File: src/inc/hpsh_pkg.sv
/*
 Package of the host port status handshake block: register offsets,
 field positions, reset values and timing counts.
 Assumes a 125 MHz device clock and an Avalon-MM register bus.
*/
package hpsh_pkg;
  // ------------------------------------------------------------------
  // Avalon register map (byte addresses)
  // ------------------------------------------------------------------
  localparam logic [4:0] OFS_RXWORD = 5'h00;
  localparam logic [4:0] OFS_TXWORD = 5'h04;
  localparam logic [4:0] OFS_CTRL = 5'h08;
  localparam logic [4:0] OFS_STAT = 5'h0C;
  localparam logic [4:0] OFS_IRQST = 5'h10;
  localparam logic [4:0] OFS_IRQMSK = 5'h14;
  localparam logic [4:0] OFS_HVEC = 5'h18;
  // Control register fields
  localparam int CTRL_FA = 0;
  localparam int CTRL_FB = 1;
  localparam int CTRL_HCACK = 2;
  // Status register fields
  localparam int ST_HTDA = 0;
  localparam int ST_HTDB = 1;
  localparam int ST_HC = 2;
  localparam int ST_RXF = 3;
  localparam int ST_TXE = 4;
  localparam int ST_TRANSMITTER_READY_FLAG = 5;
  localparam int ST_HOST_REQUEST_LINE = 6;
  localparam int ST_WORD = 7;
  // Interrupt events
  localparam int IRQ_WORD = 0;
  localparam int IRQ_HCMD = 1;
  localparam int IRQ_RXTAKEN = 2;
  localparam int IRQ_W = 3;
  localparam logic [2:0] IRQ_RST = 3'h0;
  // Host port addresses
  localparam logic [2:0] HA_CTRL = 3'h0;
  localparam logic [2:0] HA_STAT = 3'h2;
  localparam logic [2:0] HA_HVEC = 3'h3;
  localparam logic [2:0] HA_BHI = 3'h5;
  localparam logic [2:0] HA_BMID = 3'h6;
  localparam logic [2:0] HA_BLO = 3'h7;
  localparam logic [6:0] HVEC_RST = 7'h12;
  // Timing: receive byte settle before the receive full flag moves
  localparam int CLK_MHZ = 125;
  localparam int SETTLE_NS = 16;
  localparam int SETTLE_CYC = (SETTLE_NS * CLK_MHZ + 999) / 1000;
endpackage : hpsh_pkg

File: src/inc/hpsh_sync_if.sv
/*
 Interface carrying one bank of bits through the two-stage synchroniser.
 Assumes both ends run on the device clock.
*/
`timescale 1ns/1ps
interface hpsh_sync_if;
  logic [15:0] async;
  logic [15:0] synced;
  modport owner (output async, input synced);
  modport sync (input async, output synced);
endinterface : hpsh_sync_if

File: src/rtl/hpsh_sync.sv
/*
 Two flip-flop synchroniser, one per bit, for the host pins.
 Assumes each bit is independent; no bit is coherent with another.
*/
`timescale 1ns/1ps
module hpsh_sync (
  input wire logic clk,
  input wire logic arst_n,
  hpsh_sync_if.sync bus
);
  logic [15:0] stage1_r;
  logic [15:0] stage2_r;
  // ------------------------------------------------------------------
  // Per-bit double register
  // ------------------------------------------------------------------
  genvar gi;
  generate
    for (gi = 0; gi < 16; gi++)
    begin : g_bit
      always_ff @(posedge clk or negedge arst_n)
      begin
        if (!arst_n)
        begin
          stage1_r[gi] <= 1'b0;
          stage2_r[gi] <= 1'b0;
        end
        else
        begin
          stage1_r[gi] <= bus.async[gi];
          stage2_r[gi] <= stage1_r[gi];
        end
      end
    end
  endgenerate
  assign bus.synced = stage2_r;
endmodule : hpsh_sync

File: src/rtl/hpsh_host_port.sv
/*
 Device side of a byte-wide asynchronous host port with status flags.
 Assumes the host strobe, address, direction and data come from pins
 asynchronous to clk; registers reached over Avalon-MM with waitrequest.
*/
// Our own choices: the register offsets and the Avalon-MM interface to the registers.
`timescale 1ns/1ps
module hpsh_host_port (
  input wire logic clk,
  input wire logic arst_n,
  input wire logic [4:0] avs_address,
  input wire logic avs_read,
  input wire logic avs_write,
  input wire logic [31:0] avs_writedata,
  output logic [31:0] avs_readdata,
  output logic avs_waitrequest,
  output logic irq,
  input wire logic host_enable_strobe_n,
  input wire logic host_rw,
  input wire logic [2:0] host_addr,
  input wire logic [7:0] host_data_in,
  output logic [7:0] host_data_out,
  output logic host_data_oe,
  output logic host_request_line
);
  typedef enum logic [1:0] {
    HPSH_IDLE = 2'b00,
    HPSH_ACC = 2'b01,
    HPSH_DONE = 2'b11
  } hpsh_state_t;

  hpsh_sync_if sif ();
  hpsh_state_t hst_r, hst_nxt;
  logic [7:0] rx_byte_high_r, rx_byte_middle_r, rx_byte_low_r;
  logic [7:0] tx_byte_high_r, tx_byte_middle_r, tx_byte_low_r;
  logic [23:0] internal_receive_word_r;
  logic [23:0] rxPend_r;
  logic receive_full_flag_r, transmit_empty_flag_r, wordValid_r;
  logic device_to_host_flag_a_r, device_to_host_flag_b_r;
  logic host_to_device_flag_a_r, host_to_device_flag_b_r;
  logic host_command_bit_r;
  logic [6:0] host_vector_field_r;
  logic [2:0] irqSt_r, irqMsk_r;
  logic [7:0] hostOut_r;
  logic [3:0] settle_r;
  logic ack_r, rxLoad_r;
  logic enS, rwS;
  logic [2:0] aS;
  logic [7:0] dS;
  // ------------------------------------------------------------------
  // Host pin synchronisation
  // ------------------------------------------------------------------
  assign sif.async = {host_data_in, 1'b0, host_addr, host_rw,
                      ~host_enable_strobe_n, 2'b00};
  hpsh_sync u_sync (
    .clk(clk),
    .arst_n(arst_n),
    .bus(sif.sync)
  );
  assign enS = sif.synced[2];
  assign rwS = sif.synced[3];
  assign aS = sif.synced[6:4];
  assign dS = sif.synced[15:8];
  // ------------------------------------------------------------------
  // Host access sequencer: one action per strobe
  // ------------------------------------------------------------------
  wire hostAct = (hst_r == HPSH_ACC);
  wire hostWr = hostAct && !rwS;
  wire hostRd = hostAct && rwS;
  always_comb
  begin
    case (hst_r)
      HPSH_IDLE: hst_nxt = enS ? HPSH_ACC : HPSH_IDLE;
      HPSH_ACC: hst_nxt = HPSH_DONE;
      HPSH_DONE: hst_nxt = enS ? HPSH_DONE : HPSH_IDLE;
      default: hst_nxt = HPSH_IDLE;
    endcase
  end
  // Host decode
  wire wrBlo = hostWr && (aS == hpsh_pkg::HA_BLO);
  wire wrByte = hostWr && (aS == hpsh_pkg::HA_BHI
                || aS == hpsh_pkg::HA_BMID || aS == hpsh_pkg::HA_BLO);
  wire wrCtl = hostWr && (aS == hpsh_pkg::HA_CTRL);
  wire wrVec = hostWr && (aS == hpsh_pkg::HA_HVEC);
  wire rdBlo = hostRd && (aS == hpsh_pkg::HA_BLO);
  // Byte write accepted only while empty
  wire txAccept = wrByte && transmit_empty_flag_r;
  // Vector change ignored while command pending
  wire vecAccept = wrVec && !host_command_bit_r;
  // ------------------------------------------------------------------
  // Avalon decode
  // ------------------------------------------------------------------
  wire busWr = avs_write && !avs_waitrequest;
  wire busRd = avs_read && !avs_waitrequest;
  wire wrTx = busWr && (avs_address == hpsh_pkg::OFS_TXWORD);
  wire wrCtrl = busWr && (avs_address == hpsh_pkg::OFS_CTRL);
  wire wrIrqSt = busWr && (avs_address == hpsh_pkg::OFS_IRQST);
  wire wrIrqMsk = busWr && (avs_address == hpsh_pkg::OFS_IRQMSK);
  wire rdRx = busRd && (avs_address == hpsh_pkg::OFS_RXWORD);
  wire hcAck = wrCtrl && avs_writedata[hpsh_pkg::CTRL_HCACK];
  // Receive bytes load only once empty and settled
  wire rxLoadReq = wrTx && !receive_full_flag_r && !rxLoad_r;
  wire txDone = txAccept && (aS == hpsh_pkg::HA_BLO);
  wire settled = (settle_r == 4'h0);
  wire [2:0] irqEv = {rdBlo && receive_full_flag_r,
                      wrCtl && sif.synced[8 + 7],
                      txDone};
  // ------------------------------------------------------------------
  // Read mux
  // ------------------------------------------------------------------
  wire [7:0] statByte = {wordValid_r, host_request_line,
                         transmit_empty_flag_r, transmit_empty_flag_r,
                         receive_full_flag_r, host_command_bit_r,
                         device_to_host_flag_b_r,
                         device_to_host_flag_a_r};
  wire [31:0] busMux =
    (avs_address == hpsh_pkg::OFS_RXWORD) ? {8'h00, internal_receive_word_r} :
    (avs_address == hpsh_pkg::OFS_TXWORD) ? {8'h00, rxPend_r} :
    (avs_address == hpsh_pkg::OFS_CTRL) ?
      {30'h0, device_to_host_flag_b_r, device_to_host_flag_a_r} :
    (avs_address == hpsh_pkg::OFS_STAT) ?
      {24'h0, wordValid_r, host_request_line, transmit_empty_flag_r,
       receive_full_flag_r, 1'b0, host_command_bit_r,
       host_to_device_flag_b_r, host_to_device_flag_a_r} :
    (avs_address == hpsh_pkg::OFS_IRQST) ? {29'h0, irqSt_r} :
    (avs_address == hpsh_pkg::OFS_IRQMSK) ? {29'h0, irqMsk_r} :
    (avs_address == hpsh_pkg::OFS_HVEC) ? {25'h0, host_vector_field_r} :
    32'h0;
  wire [7:0] hostMux =
    (aS == hpsh_pkg::HA_STAT) ? statByte :
    (aS == hpsh_pkg::HA_CTRL) ?
      {5'h0, host_command_bit_r, host_to_device_flag_b_r,
       host_to_device_flag_a_r} :
    (aS == hpsh_pkg::HA_HVEC) ? {1'b0, host_vector_field_r} :
    (aS == hpsh_pkg::HA_BHI) ? rx_byte_high_r :
    (aS == hpsh_pkg::HA_BMID) ? rx_byte_middle_r :
    (aS == hpsh_pkg::HA_BLO) ? rx_byte_low_r : 8'h00;
  assign avs_waitrequest = !ack_r && (avs_read || avs_write);
  assign irq = |(irqSt_r & irqMsk_r);
  assign host_data_out = hostOut_r;
  assign host_data_oe = !host_enable_strobe_n && host_rw;
  assign host_request_line = receive_full_flag_r || transmit_empty_flag_r;
  // ------------------------------------------------------------------
  // Bus slave, one wait cycle per access
  // ------------------------------------------------------------------
  always_ff @(posedge clk or negedge arst_n)
  begin
    if (!arst_n)
    begin
      ack_r <= 1'b0;
      avs_readdata <= 32'h0;
    end
    else
    begin
      ack_r <= (avs_read || avs_write) && !ack_r;
      if (avs_read && !ack_r)
        avs_readdata <= busMux;
    end
  end
  // ------------------------------------------------------------------
  // Host state and data
  // ------------------------------------------------------------------
  always_ff @(posedge clk or negedge arst_n)
  begin
    if (!arst_n)
    begin
      hst_r <= HPSH_IDLE;
      hostOut_r <= 8'h00;
      tx_byte_high_r <= 8'h00;
      tx_byte_middle_r <= 8'h00;
      tx_byte_low_r <= 8'h00;
      host_to_device_flag_a_r <= 1'b0;
      host_to_device_flag_b_r <= 1'b0;
      host_vector_field_r <= hpsh_pkg::HVEC_RST;
    end
    else
    begin
      hst_r <= hst_nxt;
      if (hostRd)
        hostOut_r <= hostMux;
      if (txAccept && aS == hpsh_pkg::HA_BHI)
        tx_byte_high_r <= dS;
      if (txAccept && aS == hpsh_pkg::HA_BMID)
        tx_byte_middle_r <= dS;
      if (txAccept && aS == hpsh_pkg::HA_BLO)
        tx_byte_low_r <= dS;
      if (wrCtl)
      begin
        host_to_device_flag_a_r <= dS[0];
        host_to_device_flag_b_r <= dS[1];
      end
      if (vecAccept)
        host_vector_field_r <= dS[6:0];
    end
  end
  // ------------------------------------------------------------------
  // Flags, command, transfer word, interrupts
  // ------------------------------------------------------------------
  always_ff @(posedge clk or negedge arst_n)
  begin
    if (!arst_n)
    begin
      receive_full_flag_r <= 1'b0;
      transmit_empty_flag_r <= 1'b1;
      wordValid_r <= 1'b0;
      host_command_bit_r <= 1'b0;
      internal_receive_word_r <= 24'h0;
      rxPend_r <= 24'h0;
      rx_byte_high_r <= 8'h00;
      rx_byte_middle_r <= 8'h00;
      rx_byte_low_r <= 8'h00;
      rxLoad_r <= 1'b0;
      settle_r <= 4'h0;
      device_to_host_flag_a_r <= 1'b0;
      device_to_host_flag_b_r <= 1'b0;
      irqSt_r <= hpsh_pkg::IRQ_RST;
      irqMsk_r <= hpsh_pkg::IRQ_RST;
    end
    else
    begin
      if (wrCtrl)
      begin
        // Both device flags move in one edge; host never sees old and new bits mixed
        device_to_host_flag_a_r <= avs_writedata[hpsh_pkg::CTRL_FA];
        device_to_host_flag_b_r <= avs_writedata[hpsh_pkg::CTRL_FB];
      end
      // Host sets or cancels; acknowledge clears; set wins
      if (wrCtl)
        host_command_bit_r <= dS[7];
      else if (hcAck)
        host_command_bit_r <= 1'b0;
      if (rxLoadReq)
      begin
        rx_byte_high_r <= avs_writedata[23:16];
        rx_byte_middle_r <= avs_writedata[15:8];
        rx_byte_low_r <= avs_writedata[7:0];
        rxPend_r <= avs_writedata[23:0];
        rxLoad_r <= 1'b1;
        settle_r <= 4'(hpsh_pkg::SETTLE_CYC);
      end
      else if (!settled)
        settle_r <= settle_r - 4'h1;
      else if (rxLoad_r)
      begin
        rxLoad_r <= 1'b0;
        receive_full_flag_r <= 1'b1;
      end
      else if (rdBlo)
        receive_full_flag_r <= 1'b0;
      // Transfer word into internal register
      if (txDone)
      begin
        internal_receive_word_r <= {tx_byte_high_r, tx_byte_middle_r, dS};
        transmit_empty_flag_r <= 1'b0;
        wordValid_r <= 1'b1;
      end
      else if (rdRx)
      begin
        wordValid_r <= 1'b0;
        transmit_empty_flag_r <= 1'b1;
      end
      irqMsk_r <= wrIrqMsk ? avs_writedata[2:0] : irqMsk_r;
      irqSt_r <= irqEv | (irqSt_r & ~(wrIrqSt ? avs_writedata[2:0] : 3'h0));
    end
  end
endmodule : hpsh_host_port

File: config.mk
export PLATFORM = sky130hd
export DESIGN_NAME = hpsh_host_port
export DESIGN_NICKNAME = d
export VERILOG_FILES = /design/src/inc/hpsh_pkg.sv /design/src/inc/hpsh_sync_if.sv /design/src/rtl/hpsh_sync.sv /design/src/rtl/hpsh_host_port.sv
export SDC_FILE = /design/constraint.sdc
export NUM_CORES = 1
export LEC_CHECK = 0
export BUFFER_PORTS_ARGS = -buffer_cell sky130_fd_sc_hd__clkbuf_2
export CORE_MARGIN = 2
export CORE_UTILIZATION = 40
export CTS_CLUSTER_SIZE = 16
export DETAILED_ROUTE_END_ITERATION = 6
export PLACE_DENSITY = 0.71
export RECOVER_POWER = 25
export SLEW_MARGIN = 20
export SYNTH_ARGS = -nofsm -noshare
export SYNTH_HDL_FRONTEND = slang
export SYNTH_HIERARCHICAL = 1
export SYNTH_SLANG_ARGS = --single-unit
export TNS_END_PERCENT = 30
File: constraint.sdc
create_clock -name clk -period 1.85 [get_ports clk]
set_input_delay 0 -clock clk [delete_from_list [all_inputs] [get_ports clk]]
set_output_delay 0 -clock clk [all_outputs]
set_load 0.005 [all_outputs]
==> flow_metrics.py <==
metrics = {
    "outcome": {
        "status": "finished clean",
    },
    "synth": {
        "netlist_area_sq_um": 6520,
        "ys_warn_count": 6,
        "syn_avg_cell_area_sq_um": 12.8,
        "synthCells": 510,
    },
    "grt": {
        "grt_pass1_wl_microns": 26100,
        "use_met3": 0.0559,
        "grt_max_degree": 85,
        "grt_pass1_vias": 4825,
        "groute.layer.met2.usage": 0.307,
        "grt_usage": 0.196,
        "antenna_found_initial": 0,
        "grt_overflow_total": 0,
        "grt_use_met1": 0.260,
        "grt-busiest-layer": "met2",
    },
    "layout": {
        "syn_to_final_growth_pct": 28.5,
        "layout-drive-gt1-share": 0.339,
        "utilization": 0.527,
        "antenna_cells_inserted": 0,
        "fin_nets": 719,
        "fillCellCount": 1380,
    },
    "clock_tree": {
        "h-tree-depth": 4,
        "postCtsSetupBuffers": 0,
        "clock-sinks": 151,
        "clkTransAtPathRegs_ns": 0.06,
        "cts_root_buf": "clkbuf_16",
        "cts_made_buffers": 17,
        "insertion_delay_ns": 0.44,
        "clock_path_buffers": 2,
        "cts_tree": "yes",
    },
    "worst_setup_path": {
        "crit_type": "reg -> reg",
        "end_kind": "flip-flop",
        "worstPathArrival_ns": 2.15,
        "slowest_stage": "or3b_4",
        "critPathMaxFanout": 8,
        "crit_required_ns": 2.16,
        "worstSetupStartpoint": "u_sync/bus.synced[3]",
        "crit_chain": "or3b_4 -> or2_4 -> nor2b_1 -> buf_4 -> mux2_2",
        "start_kind": "flip-flop",
        "max_stage_delay_ns": 0.40,
        "r2r_start": "u_sync/bus.synced[3]",
    },
    "sta": {
        "hold_ws_ns": 0.118,
        "fin_crit_ns": 1.84,
        "period_share": 0.995,
        "tightest_slew_ns": 1.38,
        "fin_skew_ns": 0.0201,
        "rsz0062_at_grt": "yes",
        "final.setup.worst_slack_ns": 0.00917,
        "setup_viol": 0,
        "fmax_mhz": 543,
        "hold_viol_final": 0,
        "maxSlewViolCount": 0,
        "relSlewSlack": 0.0828,
    },
    "floorplan": {
        "start_util": 0.410,
        "die_h_microns": 132,
        "row_count": 46,
        "die_x_microns": 132,
        "ios": 98,
        "design.core.area_sq_um": 15900,
        "dieArea_sq_um": 17300,
    },
    "hold_path": {
        "min_path_type": "in -> reg",
        "min-delay-start": "avs_address[3]",
    },
    "routing": {
        "drc": 0,
        "vias": 4615,
        "drtAntennaViolNets": 0,
        "wirelength_microns": 16200,
        "first_iter_violations": 360,
        "via_per_inst": 5.18,
        "drtPass1Iterations": 5,
        "wl_per_cell_microns": 18.2,
    },
    "pwr": {
        "max-vdd-ir-drop_mv": 0.656,
        "p_leak_nw": 4.06,
        "p_total_mw": 10.2,
        "powerDensity_nw_per_um2": 1220,
    },
    "place": {
        "hpwl_microns": 11400,
        "port_buffers": 81,
        "globalplace.congestion": 0.864,
        "pre_cts_ws_ns": -0.0127,
    },
    "run": {
        "maxCapViolations": 0,
    },
}
-- where the power goes --
| part | leakage [nW] | total (mW) | internal, mW | switching, mW |
|---|---|---|---|---|
| Combinational | 1.87 | 2.01 | 1.13 | 0.881 |
| Clock | 0.272 | 3.40 | 2.05 | 1.35 |
| Sequential | 1.92 | 4.82 | 4.19 | 0.629 |
| Total | 4.06 | 10.2 | 7.37 | 2.86 |
-- critical path: cells and delay by family (launching register included) --
kind          cells  cell delay [ns]
mux               1             0.35
simple gates      3             0.82
flops             1             0.37
buf+inv           1             0.18
-- final cells by class --
class | instances | area (sq um) | area share
well taps | 216 | 270 | 0.0323
clock inverters | 10 | 121 | 0.0145
flip-flops and latches | 151 | 3780 | 0.451
repair buffers | 164 | 1190 | 0.142
multi-input cells | 318 | 2510 | 0.300
inverters | 11 | 41.3 | 0.00493
clock buffers | 21 | 460 | 0.0550
-- per-stage QoR --
stage / instances / instance area [sq um] / setup TNS (ns)
global placement: 813 / 7330 / 0
finish: 891 / 8380 / 0
detailed placement: 813 / 7330 / -0.0404
global route: 891 / 8380 / -0.554
floorplan: 517 / 6550 / 0
CTS: 891 / 8380 / 0
-- path summary, 6_finish.rpt --
kind | end | slack [ns] | cells past startpoint
worst min-delay path | avs_readdata[3] | 0.12 | 5
worst max-delay path | tx_byte_high_r[3] | 0.009 | 5
worst min register to register | u_sync/bus.synced[9] | 0.35 | 0
max in group asynchronous | avs_readdata[1] | 0.31 | 3
min in group asynchronous | host_data_out[7] | 0.29 | 3
worst max register to register | tx_byte_high_r[3] | 0.009 | 5
-- routing by layer --
layer / vias to the layer above / routed length [microns]
met5: - / 0
met4: 0 / 391
met2: 171 / 7780
li1: 2113 / -
met1: 2303 / 7200
met3: 28 / 840
-- sequential cells by signal, summed over array words and instances, names as in the netlist, 2 cells and up --
signal,flops
irqSt_r,3
tx_byte_middle_r,8
host_vector_field_r,7
avs_readdata,24
hst_r,2
rx_byte_low_r,7
rx_byte_high_r,8
host_data_out,8
rx_byte_middle_r,7
u_sync/stage1_r,13
irqMsk_r,3
tx_byte_high_r,8
rxPend_r,2
internal_receive_word_r,24
settle_r,4
u_sync/bus.synced,13
-- what timing repair did --
action / CTS / global route
hold buffers: 47 / 0
gates resized for setup: 0 / 7
endpoints found under the hold margin: 201 / 0
pin swaps: 2 / 2
setup endpoints to repair: 8 / 16
-- layout by cell type, fill, tap and decap left out, types with 5 or more instances in the layout --
cell type	n
a21oi_1	5
a221oi_1	17
a22o_1	5
a32o_1	6
buf_4	30
clkbuf_1	5
clkbuf_16	17
clkbuf_2	79
conb_1	8
dfrtp_1	148
dlygate4sd3_1	47
inv_1	11
mux2_1	17
mux2_2	50
mux2_4	19
mux2i_1	10
nand2_1	30
nand3_1	6
nor2_1	44
nor2b_1	10
o21ai_0	17
(Power assumes the default switching activity.)
